<file path="src/ppc_map.vh">
// Register offsets, field positions, reset values, clock rate and millisecond timings for the port power controller
`ifndef PPC_MAP_VH
`define PPC_MAP_VH
`define PPC_OFF_CTRL 12'h000
`define PPC_OFF_LIMIT 12'h004
`define PPC_OFF_REACHED_FLAG_A 12'h008
`define PPC_OFF_STATUS 12'h00c
`define PPC_OFF_CHARGE 12'h010
`define PPC_CTRL_REACHED_FLAG_A_EN 0
`define PPC_CTRL_REACHED_FLAG_A_RST 1
`define PPC_CTRL_DISCH_CMD 2
`define PPC_CTRL_CC_MODE 3
`define PPC_CTRL_BEH_LO 4
`define PPC_CTRL_BEH_HI 5
`define PPC_CTRL_RESET 32'h00000010
`define PPC_LIMIT_RESET 32'h00000007
`define PPC_REACHED_FLAG_A_RESET 32'h0000ffff
`define PPC_BEH_REPORT 2'h0
`define PPC_BEH_DISCONNECT 2'h1
`define PPC_BEH_SLEEP 2'h2
`define PPC_BEH_IGNORE 2'h3
`define PPC_FLOOR_TRIP_MA 16'h0064
`define PPC_CLK_HZ 25000000
`define PPC_RETRY_MS 200
`define PPC_CC_RESTORE_MS 200
`define PPC_DISCHARGE_MS 200
`define PPC_TICK_MS 1
`endif

</file>
<file path="src/ppc_port_power_protection_ctrl.v">
// Thermal loop, VBUS discharge and charge rationing control with AXI4-Lite registers
`timescale 1ns/1ps
`include "ppc_map.vh"

// Summary of operation
// - Thermal loop runs in both limiting modes
// - Over regulation: open switch, step down, retry
// - Retry expiry recloses switch once cool, else steps again until minimum
// - CC at minimum: go trip, floor 100mA, restart one step below programmed limit
// - Cool after forced trip: timer then restore CC
// - Cool otherwise: restore configuration at once
// - Trip at minimum hot: switch closed, hold minimum
// - Hot during charger cycle drops profile until change
// - Regulation overtemperature never starts discharge
// - Shutdown temperature forces switch off until hysteresis
// - Discharge on listed trigger events
// - Discharge on command while Active, and on bypass source swaps
// - Failed discharge check sets flag, enters Error
// - Accumulate charge only when Active, compare limit
// - Limit reached runs behaviour, never Error
// - Behaviour held until rationing reset or disable
// - Behaviour field decode: report, disconnect, sleep, ignore
// - Disconnect behaviour: alert, drop profile, switch off
// - Disconnect keeps data path, monitoring, bypass off
// - Sleep behaviour: stop everything, ignore control changes
// - Rationing reset clears total, flag and alert
module ppc_port_power_protection_ctrl #(
  parameter LIMIT_W = 3,
  parameter integer RETRY_CYCLES = `PPC_RETRY_MS * (`PPC_CLK_HZ / 1000),
  parameter integer RESTORE_CYCLES = `PPC_CC_RESTORE_MS * (`PPC_CLK_HZ / 1000),
  parameter integer DISCHARGE_CYCLES = `PPC_DISCHARGE_MS * (`PPC_CLK_HZ / 1000),
  parameter integer TICK_CYCLES = `PPC_TICK_MS * (`PPC_CLK_HZ / 1000)
) (
  // Clock and reset
  input wire clock,
  input wire srst,
  // AXI4-Lite slave
  input wire [11:0] s_axi_awaddr,
  input wire s_axi_awvalid,
  output wire s_axi_awready,
  input wire [31:0] s_axi_wdata,
  input wire [3:0] s_axi_wstrb,
  input wire s_axi_wvalid,
  output wire s_axi_wready,
  output reg [1:0] s_axi_bresp,
  output reg s_axi_bvalid,
  input wire s_axi_bready,
  input wire [11:0] s_axi_araddr,
  input wire s_axi_arvalid,
  output wire s_axi_arready,
  output reg [31:0] s_axi_rdata,
  output reg [1:0] s_axi_rresp,
  output reg s_axi_rvalid,
  input wire s_axi_rready,
  // Comparator inputs from the analog side
  input wire overRegTemp,
  input wire regTempReleased,
  input wire overShutdownTemp,
  input wire shutdownTempReleased,
  input wire sourceUndervoltage,
  input wire vbusBelowCheckLevel,
  // Power state and control pins
  input wire portPowerRequest,
  input wire removalDetect,
  input wire sleepCommand,
  input wire errorRecover,
  input wire profileApply,
  input wire bypassSelected,
  input wire activeState,
  input wire chargerCycleAccepted,
  input wire controlsChanged,
  input wire [15:0] busCurrentMa,
  // Switch and profile outputs
  output reg portSwitchOn,
  output reg [LIMIT_W-1:0] portCurrentLimit,
  output reg constantCurrentLimiting,
  output reg [15:0] ccCurrentFloor,
  output reg dischargeOn,
  output reg errorState,
  output reg profileEnable,
  output reg forceSleep,
  output reg dataPathSwitchEn,
  output reg monitorEn,
  output reg bypassBlock,
  output reg alertN
);

  localparam TH_NORMAL = 2'h0;
  localparam TH_WAIT = 2'h1;
  localparam TH_HOLD = 2'h2;
  localparam TH_RESTORE = 2'h3;

  // Two-flop synchronisers for everything arriving from pins or analog
  localparam NSYNC = 14;
  wire [NSYNC-1:0] rawIn = {overRegTemp, regTempReleased, overShutdownTemp,
    shutdownTempReleased, sourceUndervoltage, vbusBelowCheckLevel, portPowerRequest,
    removalDetect, sleepCommand, errorRecover, profileApply, bypassSelected,
    chargerCycleAccepted, controlsChanged};
  reg [NSYNC-1:0] meta_q;
  reg [NSYNC-1:0] sync_q;
  reg [NSYNC-1:0] prev_q;
  always @(posedge clock) begin
    if (srst) begin
      meta_q <= {NSYNC{1'b0}};
      sync_q <= {NSYNC{1'b0}};
      prev_q <= {NSYNC{1'b0}};
    end else begin
      meta_q <= rawIn;
      sync_q <= meta_q;
      prev_q <= sync_q;
    end
  end
  wire hotReg = sync_q[13];
  wire coolReg = sync_q[12];
  wire hotTsd = sync_q[11];
  wire coolTsd = sync_q[10];
  wire uvRise = sync_q[9] & ~prev_q[9];
  wire vbusLow = sync_q[8];
  wire pwrFall = ~sync_q[7] & prev_q[7];
  wire removalRise = sync_q[6] & ~prev_q[6];
  wire sleepRise = sync_q[5] & ~prev_q[5];
  wire recoverRise = sync_q[4] & ~prev_q[4];
  wire profileRise = sync_q[3] & ~prev_q[3];
  wire bypassEdge = sync_q[2] ^ prev_q[2];
  wire dceAccepted = sync_q[1];
  wire ctrlRise = sync_q[0] & ~prev_q[0];
  reg activeSync_q;
  reg activeMeta_q;
  reg [15:0] curMeta_q;
  reg [15:0] curSync_q;

  // Registers written by software, plus status and charge state
  reg [31:0] ctrl_q;
  reg [31:0] limit_q;
  reg [31:0] reached_flag_a_q;
  reg dischargeErr_q;
  reg rationReached_q;
  reg [31:0] charge_q;
  reg [31:0] chargeMaSec_q;
  wire rationEn = ctrl_q[`PPC_CTRL_REACHED_FLAG_A_EN];
  wire [1:0] beh = ctrl_q[`PPC_CTRL_BEH_HI:`PPC_CTRL_BEH_LO];

  // Write channel: both address and data accepted together, one write at a time
  wire wrGo = s_axi_awvalid & s_axi_wvalid & ~s_axi_bvalid;
  assign s_axi_awready = wrGo;
  assign s_axi_wready = wrGo;
  wire rdGo = s_axi_arvalid & ~s_axi_rvalid;
  assign s_axi_arready = rdGo;
  wire wrCtrl = wrGo & (s_axi_awaddr == `PPC_OFF_CTRL);
  wire rationRst = wrCtrl & s_axi_wstrb[0] & s_axi_wdata[`PPC_CTRL_REACHED_FLAG_A_RST];
  wire dischCmd = wrCtrl & s_axi_wstrb[0] & s_axi_wdata[`PPC_CTRL_DISCH_CMD];

  function [31:0] merge;
    input [31:0] old;
    input [31:0] nw;
    input [3:0] strb;
    integer i;
    begin
      merge = old;
      for (i = 0; i < 4; i = i + 1)
        if (strb[i])
          merge[i*8 +: 8] = nw[i*8 +: 8];
    end
  endfunction

  function mapped;
    input [11:0] a;
    begin
      mapped = (a == `PPC_OFF_CTRL) | (a == `PPC_OFF_LIMIT) | (a == `PPC_OFF_REACHED_FLAG_A) |
        (a == `PPC_OFF_STATUS) | (a == `PPC_OFF_CHARGE);
    end
  endfunction

  // Bus slave: pulse bits of control never stored, unmapped gives SLVERR
  always @(posedge clock) begin
    if (srst) begin
      ctrl_q <= `PPC_CTRL_RESET;
      limit_q <= `PPC_LIMIT_RESET;
      reached_flag_a_q <= `PPC_REACHED_FLAG_A_RESET;
      s_axi_bvalid <= 1'b0;
      s_axi_bresp <= 2'h0;
      s_axi_rvalid <= 1'b0;
      s_axi_rresp <= 2'h0;
      s_axi_rdata <= 32'h00000000;
    end else begin
      if (wrGo) begin
        s_axi_bvalid <= 1'b1;
        s_axi_bresp <= mapped(s_axi_awaddr) ? 2'h0 : 2'h2;
        if (s_axi_awaddr == `PPC_OFF_CTRL)
          ctrl_q <= merge(ctrl_q, s_axi_wdata, s_axi_wstrb) & 32'h00000039;
        if (s_axi_awaddr == `PPC_OFF_LIMIT)
          limit_q <= merge(limit_q, s_axi_wdata, s_axi_wstrb) & {{(32-LIMIT_W){1'b0}},
            {LIMIT_W{1'b1}}};
        if (s_axi_awaddr == `PPC_OFF_REACHED_FLAG_A)
          reached_flag_a_q <= merge(reached_flag_a_q, s_axi_wdata, s_axi_wstrb);
      end else if (s_axi_bready) begin
        s_axi_bvalid <= 1'b0;
      end
      if (rdGo) begin
        s_axi_rvalid <= 1'b1;
        s_axi_rresp <= mapped(s_axi_araddr) ? 2'h0 : 2'h2;
        case (s_axi_araddr)
          `PPC_OFF_CTRL: s_axi_rdata <= ctrl_q;
          `PPC_OFF_LIMIT: s_axi_rdata <= limit_q;
          `PPC_OFF_REACHED_FLAG_A: s_axi_rdata <= reached_flag_a_q;
          `PPC_OFF_STATUS: s_axi_rdata <= {24'h000000, constantCurrentLimiting,
            portSwitchOn, hotTsd, hotReg, rationReached_q, dischargeErr_q, errorState,
            dischargeOn};
          `PPC_OFF_CHARGE: s_axi_rdata <= charge_q;
          default: s_axi_rdata <= 32'h00000000;
        endcase
      end else if (s_axi_rready) begin
        s_axi_rvalid <= 1'b0;
      end
    end
  end

  // Thermal regulation loop, applies in trip and constant-current modes alike
  reg [1:0] thState_q;
  reg [31:0] thTimer_q;
  reg forcedTrip_q;
  reg regOpen_q;
  reg profileDrop_q;
  wire [LIMIT_W-1:0] progLimit = limit_q[LIMIT_W-1:0];
  wire progCc = ctrl_q[`PPC_CTRL_CC_MODE];
  always @(posedge clock) begin
    if (srst) begin
      thState_q <= TH_NORMAL;
      thTimer_q <= 32'h00000000;
      forcedTrip_q <= 1'b0;
      regOpen_q <= 1'b0;
      portCurrentLimit <= {LIMIT_W{1'b0}};
      constantCurrentLimiting <= 1'b0;
      ccCurrentFloor <= 16'h0000;
      profileDrop_q <= 1'b0;
    end else begin
      if (hotReg & dceAccepted)
        profileDrop_q <= 1'b1;
      else if (ctrlRise)
        profileDrop_q <= 1'b0;
      case (thState_q)
        TH_NORMAL: begin
          portCurrentLimit <= progLimit;
          constantCurrentLimiting <= progCc;
          ccCurrentFloor <= 16'h0000;
          forcedTrip_q <= 1'b0;
          if (hotReg) begin
            regOpen_q <= 1'b1;
            if (progLimit != {LIMIT_W{1'b0}})
              portCurrentLimit <= progLimit - 1'b1;
            thTimer_q <= RETRY_CYCLES;
            thState_q <= TH_WAIT;
          end
        end
        TH_WAIT: begin
          if (thTimer_q != 32'h00000000) begin
            thTimer_q <= thTimer_q - 1'b1;
          end else begin
            regOpen_q <= 1'b0;
            if (!hotReg) begin
              if (coolReg)
                thState_q <= forcedTrip_q ? TH_RESTORE : TH_NORMAL;
              else
                thState_q <= TH_HOLD;
              thTimer_q <= RESTORE_CYCLES;
            end else if (portCurrentLimit != {LIMIT_W{1'b0}}) begin
              regOpen_q <= 1'b1;
              portCurrentLimit <= portCurrentLimit - 1'b1;
              thTimer_q <= RETRY_CYCLES;
            end else if (constantCurrentLimiting) begin
              constantCurrentLimiting <= 1'b0;
              forcedTrip_q <= 1'b1;
              ccCurrentFloor <= `PPC_FLOOR_TRIP_MA;
              portCurrentLimit <= (progLimit != {LIMIT_W{1'b0}}) ? progLimit - 1'b1 :
                progLimit;
              regOpen_q <= 1'b1;
              thTimer_q <= RETRY_CYCLES;
            end else begin
              thState_q <= TH_HOLD;
            end
          end
        end
        TH_HOLD: begin
          // Switch closed at the limit reached until hysteresis release
          regOpen_q <= 1'b0;
          thTimer_q <= RESTORE_CYCLES;
          if (coolReg)
            thState_q <= forcedTrip_q ? TH_RESTORE : TH_NORMAL;
        end
        TH_RESTORE: begin
          if (hotReg) begin
            thState_q <= TH_HOLD;
          end else if (thTimer_q != 32'h00000000) begin
            thTimer_q <= thTimer_q - 1'b1;
          end else begin
            thState_q <= TH_NORMAL;
          end
        end
        default: thState_q <= TH_NORMAL;
      endcase
    end
  end

  // Shutdown stage latches off until the hysteresis release input
  reg tsdOff_q;
  always @(posedge clock) begin
    if (srst)
      tsdOff_q <= 1'b0;
    else if (hotTsd)
      tsdOff_q <= 1'b1;
    else if (coolTsd)
      tsdOff_q <= 1'b0;
  end

  // Discharge window; regulation events are deliberately not a trigger
  wire dischTrig = pwrFall | removalRise | uvRise | sleepRise | profileRise | recoverRise |
    (dischCmd & activeSync_q) | bypassEdge;
  reg [31:0] discTimer_q;
  always @(posedge clock) begin
    if (srst) begin
      dischargeOn <= 1'b0;
      discTimer_q <= 32'h00000000;
      dischargeErr_q <= 1'b0;
      errorState <= 1'b0;
    end else begin
      if (dischTrig) begin
        dischargeOn <= 1'b1;
        discTimer_q <= DISCHARGE_CYCLES;
      end else if (dischargeOn) begin
        if (discTimer_q != 32'h00000000) begin
          discTimer_q <= discTimer_q - 1'b1;
        end else begin
          dischargeOn <= 1'b0;
          if (!vbusLow) begin
            dischargeErr_q <= 1'b1;
            errorState <= 1'b1;
          end
        end
      end
      if (recoverRise & ~(dischargeOn & discTimer_q == 32'h00000000 & ~vbusLow))
        errorState <= 1'b0;
    end
  end

  // Charge accumulation: mA summed every millisecond, total in mAh
  reg [31:0] tick_q;
  wire tick = (tick_q == 32'h00000000);
  localparam [31:0] MA_MS_PER_MAH = 32'd3600000;
  always @(posedge clock) begin
    if (srst) begin
      activeMeta_q <= 1'b0;
      activeSync_q <= 1'b0;
      curMeta_q <= 16'h0000;
      curSync_q <= 16'h0000;
      tick_q <= 32'h00000000;
      chargeMaSec_q <= 32'h00000000;
      charge_q <= 32'h00000000;
      rationReached_q <= 1'b0;
    end else begin
      activeMeta_q <= activeState;
      activeSync_q <= activeMeta_q;
      curMeta_q <= busCurrentMa;
      curSync_q <= curMeta_q;
      tick_q <= tick ? TICK_CYCLES - 1 : tick_q - 1'b1;
      if (rationRst | ~rationEn) begin
        chargeMaSec_q <= 32'h00000000;
        charge_q <= 32'h00000000;
        rationReached_q <= 1'b0;
      end else begin
        if (tick & activeSync_q) begin
          if (chargeMaSec_q + curSync_q >= MA_MS_PER_MAH) begin
            chargeMaSec_q <= chargeMaSec_q + curSync_q - MA_MS_PER_MAH;
            charge_q <= charge_q + 1'b1;
          end else begin
            chargeMaSec_q <= chargeMaSec_q + curSync_q;
          end
        end
        if (charge_q >= reached_flag_a_q)
          rationReached_q <= 1'b1;
      end
    end
  end

  // Behaviour outputs; Error is never entered from the rationing path
  always @(posedge clock) begin
    if (srst) begin
      portSwitchOn <= 1'b0;
      profileEnable <= 1'b0;
      forceSleep <= 1'b0;
      dataPathSwitchEn <= 1'b1;
      monitorEn <= 1'b1;
      bypassBlock <= 1'b0;
      alertN <= 1'b1;
    end else begin
      alertN <= ~(rationReached_q & (beh == `PPC_BEH_REPORT |
        beh == `PPC_BEH_DISCONNECT));
      profileEnable <= ~profileDrop_q & ~(rationReached_q & (beh == `PPC_BEH_DISCONNECT |
        beh == `PPC_BEH_SLEEP));
      forceSleep <= rationReached_q & (beh == `PPC_BEH_SLEEP);
      dataPathSwitchEn <= ~(rationReached_q & (beh == `PPC_BEH_SLEEP));
      monitorEn <= ~(rationReached_q & (beh == `PPC_BEH_SLEEP));
      bypassBlock <= rationReached_q & (beh == `PPC_BEH_DISCONNECT);
      portSwitchOn <= activeSync_q & ~regOpen_q & ~tsdOff_q & ~hotTsd & ~dischargeOn &
        ~errorState & ~(rationReached_q & beh != `PPC_BEH_IGNORE &
        beh != `PPC_BEH_REPORT);
    end
  end

endmodule

</file>
<file path="config.mk">
export PLATFORM = sky130hd
export DESIGN_NAME = ppc_port_power_protection_ctrl
export DESIGN_NICKNAME = d
export VERILOG_FILES = /design/src/ppc_port_power_protection_ctrl.v
export VERILOG_INCLUDE_DIRS = /design/src /design/src/src
export SDC_FILE = /design/constraint.sdc
export NUM_CORES = 1
export LEC_CHECK = 0
export ABC_AREA = 1
export BUFFER_PORTS_ARGS = -buffer_cell sky130_fd_sc_hd__buf_4
export CAP_MARGIN = 20
export CORE_MARGIN = 8
export CORE_UTILIZATION = 60
export DETAILED_ROUTE_END_ITERATION = 8
export PLACE_DENSITY = 0.81
export SLEW_MARGIN = 25
export SYNTH_ARGS = -nofsm -noshare
export SYNTH_HDL_FRONTEND = slang
export SYNTH_SLANG_ARGS = --single-unit
</file>
<file path="constraint.sdc">
create_clock -name clock -period 3.6 [get_ports clock]
set_clock_uncertainty 0.15 [all_clocks]
set_input_delay 0.54 -clock clock [delete_from_list [all_inputs] [get_ports clock]]
set_output_delay 0.54 -clock clock [all_outputs]
set_load 0.01 [all_outputs]
</file>
==> flow_summary.yaml, run 1 <==
worst_setup_path:
  cp_max_fo: 7
  critical_path.slowest_cell: "fa_2"
  path_depth: 20
  reg2reg_depth: 20
  cp.arrival_ps: 3690
  path_common_cell: "nand2_1"
  worst-path-buf-inv: 2
  critical_path_required_ps: 3910
  crit_type: "reg -> reg"
  end_kind: "register"
  max_stage_delay_ps: 390
  crit_chain: "ha_1, fa_2, nand2_2, nand2_1, nand3_1, nand2_1, nand2_1, nand2_2, nand3_1, nand2_1, nand2_1, nor2_1, nand2_1, nand2_1, nor2_4, nand2_8, buf_2, o211ai_1, nand2_1, inv_1"
  critPathLaunchType: "register"
  crit_family: "simple AND/OR/NAND/NOR gates"
clocking:
  cts_tree: "done"
  worstSkewPairLatency_ps: 530
  cts_buffer_depth: 3
  htree_levels: 2
  clk_pin_slew_ps: 60
  ctsHoldBuffers: 0
  cts_sinks: 325
  root_buffer: "clkbuf_16"
  cts_made_buffers: 36
final_layout:
  fin_nets: 3098
  drive_gt1_share_pct: 10.9
  num-fill-cells: 2652
  antenna_cells: 0
  stdcell_area_um2: 21000
  area_growth_pct: 15.2
global_route:
  grt_pass1_wl_um: 84500
  grt_usage_pct: 27.9
  grt_remaining_overflow: 0
  grt_pass1_vias: 17631
  grt_max_degree: 69
  antenna_found_initial: 0
drt:
  drc: 1
  drtIter0Drc: 1430
  route.vias.total: 18406
  drt-total-wl_um: 52500
  ant_nets: 0
  dr.pass1.iters: 7
  wl_per_cell_um: 15.6
  vias_per_cell: 5.48
sta:
  period_minus_slack_ps: 3380
  fmax_mhz: 296
  rsz0062_at_grt: "no"
  slew_violations: 0
  setup_viol: 0
  hold_viol: 0
  timing.final.crit_share_pct: 93.8
  setup_tns_ps: 0
  worst_slew_pin_slew_ps: 928
  slew_headroom_pct: 38.1
synthesis:
  yosys.area.top_type: "dfxtp_1"
  synth_commonest_cells: "nand2_1 (631), inv_1 (434), nor2_1 (343), dfxtp_1 (325), a21oi_1 (198)"
  synth.most_common_cell: "nand2_1"
  ys_seq_elements: 325
  yosysSeqAreaShare_pct: 35.6
  synth_cell_types: 54
  yosys_most_used_dff: "dfxtp_1"
  synth_area_um2: 18300
  synth_edf_count: 0
  netlist_top_cells_area: "dfxtp_1 (36%), nand2_1 (13%), inv_1 (8.9%), nor2_1 (7.0%), a21oi_1 (5.4%)"
  synth.avg_cell_area_um2: 6.56
  synthArstFlopShare_pct: 0
  yosysTopAreaCellShare_pct: 35.6
  syn_inst: 2784
  yosys_warnings: 0
placed_design:
  gp_congestion: 0.976
  port_buffers: 152
  place_area_um2: 19700
  dp_hpwl_um: 40100
hold_path:
  holdPathStages: 3
  min-delay-path-class: "in -> reg"
outcome:
  violations: "DRC"
  status: "finished, violations left"
pwr:
  intPower_mw: 7.10
  p_seq_share_pct: 39.5
  combPwrFrac_pct: 26.0
  leakagePower_nw: 9.85
  power.density_cell_area_nw_per_um2: 508
  p_clk_share_pct: 34.6
  p_sw_share_pct: 33.6
  peakVddDrop_mv: 0.585
  switching_power_mw: 3.59
floorplanning:
  core_area_um2: 30300
  die_w_um: 190
  ios: 168
  die-area_um2: 36300
  rows: 64
  fp.dieH_um: 190
  start_util_pct: 60.3
run:
  max_cap_viol_count: 0
-- power groups by stage --
stage / logic (mW) / registers [mW] / clock network, mW
after floorplan: 2.05 / 4.23 / 0
after global placement: 2.63 / 4.27 / 0
after detailed placement: 2.71 / 4.29 / 0
after CTS: 2.74 / 4.21 / 3.75
after global routing: 3.15 / 4.26 / 3.91
final: 2.78 / 4.22 / 3.70
-- layout make-up --
class / count / area, um2 / area share, %
clock buffer: 52 / 1050 / 5.01
clock inverter: 14 / 143 / 0.678
inverter: 459 / 1720 / 8.19
multi-input combinational: 1928 / 9700 / 46.1
sequential: 325 / 6510 / 30.9
tap: 396 / 495 / 2.36
timing repair buffer: 186 / 1420 / 6.74
-- worst register-to-register path, delay by kind of cell (launching register included) --
kind,cells,cell delay (ps)
AO/OA/AOI/OAI,1,330
flip-flops,1,300
buffers and inverters,2,250
AND/OR/NAND/NOR,15,1670
adder cells (fa/ha/maj),2,640
-- kinds of logic (layout without fill, tap and decap cells) --
logic type	count (synthesis)	in the layout	share of synthesized area, %
AND/OR/NAND/NOR	1382	1383	32.7
buffers and inverters	546	711	12.0
AO/OA/AOI/OAI	409	409	12.5
flip-flops	325	325	35.6
adder cells (fa/ha/maj)	64	64	4.43
XOR/XNOR	57	57	2.73
other	1	15	0.0205
-- placed cells by master, fill, tap and decap left out, drive strengths merged, types with 63 or more instances in the layout --
cell type / count
nand3: 190
o21ai: 96
buf: 186
nor3: 72
inv: 452
nor2: 360
ha: 63
nand4: 67
nand2: 638
a21oi: 198
dfxtp: 325
-- state kept, by name, summed over array words and instances (netlist names), 2 cells and up --
signal and flops:
chargeMaSec_q 32, charge_q 32, discTimer_q 32, reached_flag_a_q 32
s_axi_rdata 32, thTimer_q 32, tick_q 32, curMeta_q 16
curSync_q 16, meta_q 14, sync_q 14, prev_q 8
ctrl_q 4, limit_q 3, portCurrentLimit 3, thState_q 2
-- path summary, 6_finish.rpt --
kind	startpoint	end	slack [ps]
min	shutdownTempReleased	meta_q[10]$_SDFF_PP0_	60
min reg2reg	activeMeta_q$_SDFF_PP0_	activeSync_q$_SDFF_PP0_	250
max reg2reg	curSync_q[0]$_SDFF_PP0_	chargeMaSec_q[19]$_SDFFE_PP0P_	220
max	curSync_q[0]$_SDFF_PP0_	chargeMaSec_q[19]$_SDFFE_PP0P_	220
-- routing by layer --
layer  vias up  global-route usage [%]  wire length, um
met2       587                    48.4            25300
li1       9243                       -                -
met1      8425                    33.9            22000
met3       151                    4.08             2960
met4         0                    12.4             2300
met5         -                       0                0
-- through the flow --
stage	power (mW)	util [%]	setup WS (ps)	hold slack, ps	cells
after floorplan	6.28	-	653	238	2798
after CTS	10.7	69.1	40.1	49.6	3355
after global routing	11.3	69.5	10.4	56.4	3360
final	10.7	69.5	222	59.5	3360
after global placement	6.90	65.2	149	241	3289
after detailed placement	6.99	65.2	61.1	244	3289
-- what timing repair did --
item | in CTS | in global routing
endpoints found under the hold margin | 0 | 0
buffers inserted | 0 | 4
setup endpoints to repair | 0 | 54
resized for setup | 0 | 21
No activity file was read; power rests on OpenSTA's default activity.
==> run 2, diff against run 1 <==
--- a/config.mk
+++ b/config.mk
@@ -9,10 +9,12 @@
 export ABC_AREA = 1
 export BUFFER_PORTS_ARGS = -buffer_cell sky130_fd_sc_hd__buf_4
 export CAP_MARGIN = 20
+export CELL_PAD_IN_SITES_DETAIL_PLACEMENT = 0
+export CELL_PAD_IN_SITES_GLOBAL_PLACEMENT = 1
 export CORE_MARGIN = 8
-export CORE_UTILIZATION = 60
+export CORE_UTILIZATION = 43
 export DETAILED_ROUTE_END_ITERATION = 8
-export PLACE_DENSITY = 0.81
+export PLACE_DENSITY = 0.82
 export SLEW_MARGIN = 25
 export SYNTH_ARGS = -nofsm -noshare
 export SYNTH_HDL_FRONTEND = slang
==> run 2 against run 1 <==
  * The run now ends clean
  * Via count fell by 1.7%
  * Fmax hardly changed
  * Combinational power hardly changed
  * Highest routed layer is now met5
  * Clock-buffer cell count shrank 4
  * Largest cell class unchanged
==> flow_summary.yaml, run 2 (same netlist as run 1, synthesis figures left out) <==
outcome:
  status: "completed"
sta:
  slew_violations: 0
  slew_headroom_pct: 35.5
  fmax_mhz: 296
  setup_viol: 0
  timing.final.crit_share_pct: 93.8
  whs_ps: 32.2
  period_minus_slack_ps: 3380
  setup_tns_ps: 0
  hold_viol: 0
  worst_slew_pin_slew_ps: 967
placed_design:
  port_buffers: 152
  dp_hpwl_um: 41500
  gp_congestion: 0.933
worst_setup_path:
  r2r_start: "curSync_q[0]$_SDFF_PP0_"
  reg2reg_to: "chargeMaSec_q[19]$_SDFFE_PP0P_"
  r2r_setup_slack_ps: 220
  crit_type: "reg -> reg"
  reg2reg_depth: 20
  critical_path_required_ps: 3960
  cp.arrival_ps: 3740
  cp_max_fo: 20
  critPathLaunchType: "register"
  end_kind: "register"
global_route:
  antenna_found_initial: 1
  grt_remaining_overflow: 0
  grt_usage_pct: 21.3
  grt_pass1_wl_um: 87600
  grt_max_degree: 147
  grt_pass1_vias: 17327
clocking:
  worstSkewPairLatency_ps: 560
  cts_made_buffers: 39
  cts_sinks: 325
  clk_pin_slew_ps: 60
  htree_levels: 2
  cts_tree: "done"
  root_buffer: "clkbuf_16"
  cts_buffer_depth: 3
hold_path:
  min-delay-path-class: "in -> reg"
  hold_path_startpoint: "profileApply"
  hold-path-endpoint: "meta_q[3]$_SDFF_PP0_"
  holdPathStages: 3
drt:
  wl_met3_um: 2740
  dr.pass1.iters: 5
  drc: 0
  vias_per_cell: 5.14
  route.vias.total: 18091
  drt-total-wl_um: 54100
  ant_nets: 0
  drtIter0Drc: 1212
  highest-signal-layer: "met5"
  routedLengthMet1_um: 24100
  wl_met2_um: 25100
  wl_per_cell_um: 15.4
floorplanning:
  core_area_um2: 41900
  start_util_pct: 43.5
  die_w_um: 222
  ios: 168
  fp.dieH_um: 222
  rows: 75
  die-area_um2: 49300
final_layout:
  antenna_cells: 0
  area_growth_pct: 17.9
  fin_nets: 3113
  drive_gt1_share_pct: 11.2
  mostFrequentLayoutCells: "nand2_1 (624), inv_1 (434), nor2_1 (338)"
  layout_commonest_cell: "nand2_1"
pwr:
  power.density_cell_area_nw_per_um2: 523
  leakagePower_nw: 10.0
  peakVddDrop_mv: 0.423
run:
  max_cap_viol_count: 0
[run 2: stage by stage]
| step | std cells | setup WS (ps) | power (mW) | utilization (%) | area, um2 |
|---|---|---|---|---|---|
| finish | 3518 | 223 | 11.3 | 51.3 | 21500 |
| detailed placement | 3436 | 68.1 | 7.03 | 47.6 | 20000 |
| CTS | 3510 | 54.4 | 11.3 | 51.0 | 21400 |
| global route | 3518 | -7.16 | 11.9 | 51.3 | 21500 |
| floorplan | 2798 | 653 | 6.28 | - | 18300 |
| global placement | 3436 | 99.1 | 6.98 | 47.6 | 20000 |
[run 2: per-layer routing]
metal / up-vias / global-route usage (%)
li1: 9274 / -
met4: 2 / 9.51
met1: 8277 / 27.1
met2: 413 / 35.2
met5: - / 0
met3: 125 / 3.33
[run 2: area by class of cell]
type                            instances  area, um2
Sequential cell                       325       6510
Multi-Input combinational cell       1928       9700
Clock inverter                         21        315
Timing Repair Buffer                  198       1550
Inverter                              459       1720
Tap cell                              539        674
Clock buffer                           48       1060
Fill cell                            4280      20400
[run 2: worst max path at each step]
stage,startpoint,endpoint,slack [ps],depth (start not counted)
CTS,curSync_q[0]$_SDFF_PP0_,charge_q[17]$_SDFFE_PP0P_,50,19
global placement,curSync_q[0]$_SDFF_PP0_,chargeMaSec_q[10]$_SDFFE_PP0P_,100,21
global route,curSync_q[0]$_SDFF_PP0_,chargeMaSec_q[19]$_SDFFE_PP0P_,-7,20
floorplan,curSync_q[0]$_SDFF_PP0_,chargeMaSec_q[16]$_SDFFE_PP0P_,650,22
finish,curSync_q[0]$_SDFF_PP0_,chargeMaSec_q[19]$_SDFFE_PP0P_,220,20
detailed placement,chargeMaSec_q[0]$_SDFFE_PP0P_,chargeMaSec_q[10]$_SDFFE_PP0P_,70,21
[run 2: what timing repair did]
action,4_1_cts,5_1_grt
endpoints found under the setup margin,0,56
hold endpoints to repair,5,0
gates resized for setup,0,19
hold buffers,5,0
buffers inserted,0,7
[run 2: critical path, stage by stage, from the launching register on]
cell and delay [ps]:
dfxtp_1 300, ha_1 260, fa_1 420, nand2_1 140, nand2_1 90, nand3_1 110, nand2_2 110, nand2_1 120
nand2_2 120, nand3_1 90, nand2_1 150, nand2_1 140, nor2_1 60, nand2_1 60, nand2_1 70, nor2_4 220
nand2_8 110, buf_12 180, o211ai_1 300, nand2_1 90, inv_1 60
[run 2: power breakdown]
group	internal (mW)	switching, mW
clock network	2.61	1.65
logic	0.981	1.81
registers	3.95	0.271
total	7.54	3.73
==> run 3, diff against run 2 <==
==> constraint.sdc (replaced) <==
create_clock -name clock -period 3.3 [get_ports clock]
set_clock_uncertainty 0.15 [all_clocks]
set_input_delay 0.495 -clock clock [delete_from_list [all_inputs] [get_ports clock]]
set_output_delay 0.495 -clock clock [all_outputs]
set_load 0.01 [all_outputs]
==> run 3 against run 2 <==
  * Sequential share of layout area fell by 0.98 points
  * Core utilization rose by 1.8 points
  * Register-to-register slack got worse by 80 ps
  * Final cell count rose by 1.7%
  * Critical path depth fell by 2
  * Hold slack got worse by 4.2 ps
  * Via count rose by 1.2%
  * Clock-buffer cell count rose by 1
  * Die area did not move
  * Total power rose by 8.8%
  * Setup slack got worse by 78 ps
  * Largest power group is now registers
==> flow_summary.yaml, run 3 (same netlist as run 1, synthesis figures left out) <==
drt:
  wl_per_cell_um: 15.3
  drc: 0
  drt-total-wl_um: 54800
  vias_per_cell: 5.12
  ant_nets: 0
  drtIter0Drc: 1199
  route.vias.total: 18304
  dr.pass1.iters: 8
floorplanning:
  fp.dieH_um: 222
  start_util_pct: 43.5
  core_area_um2: 41900
  die-area_um2: 49300
  die_w_um: 222
  ios: 168
  rows: 75
worst_setup_path:
  cp.arrival_ps: 3500
  critPathLaunchType: "register"
  crit_family: "simple AND/OR/NAND/NOR gates"
  reg2reg_depth: 18
  crit_type: "reg -> reg"
  max_stage_delay_ps: 400
  worst-path-buf-inv: 3
  cp_max_fo: 27
  path_depth: 18
  endpoint: "chargeMaSec_q[12]$_SDFFE_PP0P_"
  worstSetupStartpoint: "chargeMaSec_q[11]$_SDFFE_PP0P_"
  r2r_setup_slack_ps: 150
  path_common_cell: "nand2_1"
  crit_chain: "ha_2, nand2_2, nor2_4, inv_1, nor2_2, nand3_1, nand3_1, nand2_1, nand2_1, nand2_1, nand2_1, nand2_1, nor2_4, nand2_4, buf_12, o211ai_1, nand2_1, inv_1"
  critical_path_required_ps: 3650
  end_kind: "register"
  critical_path.slowest_cell: "ha_2"
  reg2reg_to: "chargeMaSec_q[12]$_SDFFE_PP0P_"
  r2r_start: "chargeMaSec_q[11]$_SDFFE_PP0P_"
final_layout:
  fin_nets: 3171
  instances_no_fill: 3577
  mostFrequentLayoutCells: "nand2_1 (602), inv_1 (434), nor2_1 (331)"
  layout_commonest_cell: "nand2_1"
  area_growth_pct: 21.9
  post-route-util_pct: 53.1
  drive_gt1_share_pct: 14.1
  antenna_cells: 0
clocking:
  clk_pin_slew_ps: 60
  cts_sinks: 325
  root_buffer: "clkbuf_16"
  cts_buffer_depth: 3
  cts_tree: "done"
  htree_levels: 2
  worstSkewPairLatency_ps: 560
  cts_made_buffers: 39
pwr:
  power.total_mw: 12.3
  peakVddDrop_mv: 0.466
  power.density_cell_area_nw_per_um2: 550
  leakagePower_nw: 10.3
sta:
  timing.final.crit_share_pct: 95.6
  period_minus_slack_ps: 3150
  slew_headroom_pct: 30.0
  worst_slew_pin_slew_ps: 1050
  whs_ps: 28.0
  setup_tns_ps: 0
  fmax_mhz: 317
  hold_viol: 0
  rsz0062_at_grt: "yes"
  slew_violations: 0
  setup_viol: 0
global_route:
  grt_pass1_wl_um: 88700
  grt_usage_pct: 21.6
  antenna_found_initial: 1
  grt_pass1_vias: 17625
  grt_remaining_overflow: 0
  grt_max_degree: 58
outcome:
  status: "completed"
placed_design:
  dpl.cell_count: 3475
  gp_congestion: 0.925
  port_buffers: 152
  dp_hpwl_um: 41800
run:
  max_cap_viol_count: 0
hold_path:
  hold_path_startpoint: "busCurrentMa[0]"
  min-delay-path-class: "in -> reg"
## run 3: worst min-delay path: cells and delay by family
family                 cells  cell delay [ps]
AND/OR/NAND/NOR            1               40
buffers and inverters      2              150
## run 3: layout make-up
cell class | count | area (um2)
clock buffer | 49 | 1090
clock inverter | 21 | 263
fill | 4197 | 19700
inverter | 459 | 1720
multi-input combinational | 1927 | 9950
sequential | 325 | 6510
tap | 539 | 674
timing repair buffer | 257 | 2060
## run 3: worst min path at each step
stage | cells after the start | slack, ps | to
after floorplan | 2 | 240 | activeSync_q$_SDFF_PP0_
after global placement | 2 | 240 | sync_q[5]$_SDFF_PP0_
after detailed placement | 2 | 240 | sync_q[8]$_SDFF_PP0_
after CTS | 3 | 4 | curMeta_q[0]$_SDFF_PP0_
after global routing | 3 | 20 | curMeta_q[0]$_SDFF_PP0_
final | 3 | 30 | curMeta_q[0]$_SDFF_PP0_
## run 3: through the flow
stage / cell area [um2] / worst slack, ps
final: 22300 / 145
after global routing: 22300 / -12.5
after CTS: 21900 / 1.01
after detailed placement: 20300 / 3.09
after global placement: 20300 / -24.1
after floorplan: 18300 / 353
## run 3: per-layer routing
| metal | share of wire (%) | track usage (%) |
|---|---|---|
| met5 | 0.029 | 0 |
| met4 | 3.4 | 8.12 |
| met3 | 4.8 | 3.43 |
| met2 | 47 | 37.1 |
| met1 | 45 | 26.9 |
## run 3: where the power goes
part,switching [mW],internal (mW)
clock network,1.78,2.75
registers,0.307,4.30
logic,1.98,1.13
## run 3: timing repair
action                                  CTS  global route
hold endpoints to repair                 29             0
buffers inserted                          0             3
resized for setup                         5            80
hold buffers                             29             0
endpoints found under the setup margin    1            61
pin swaps                                 1             7
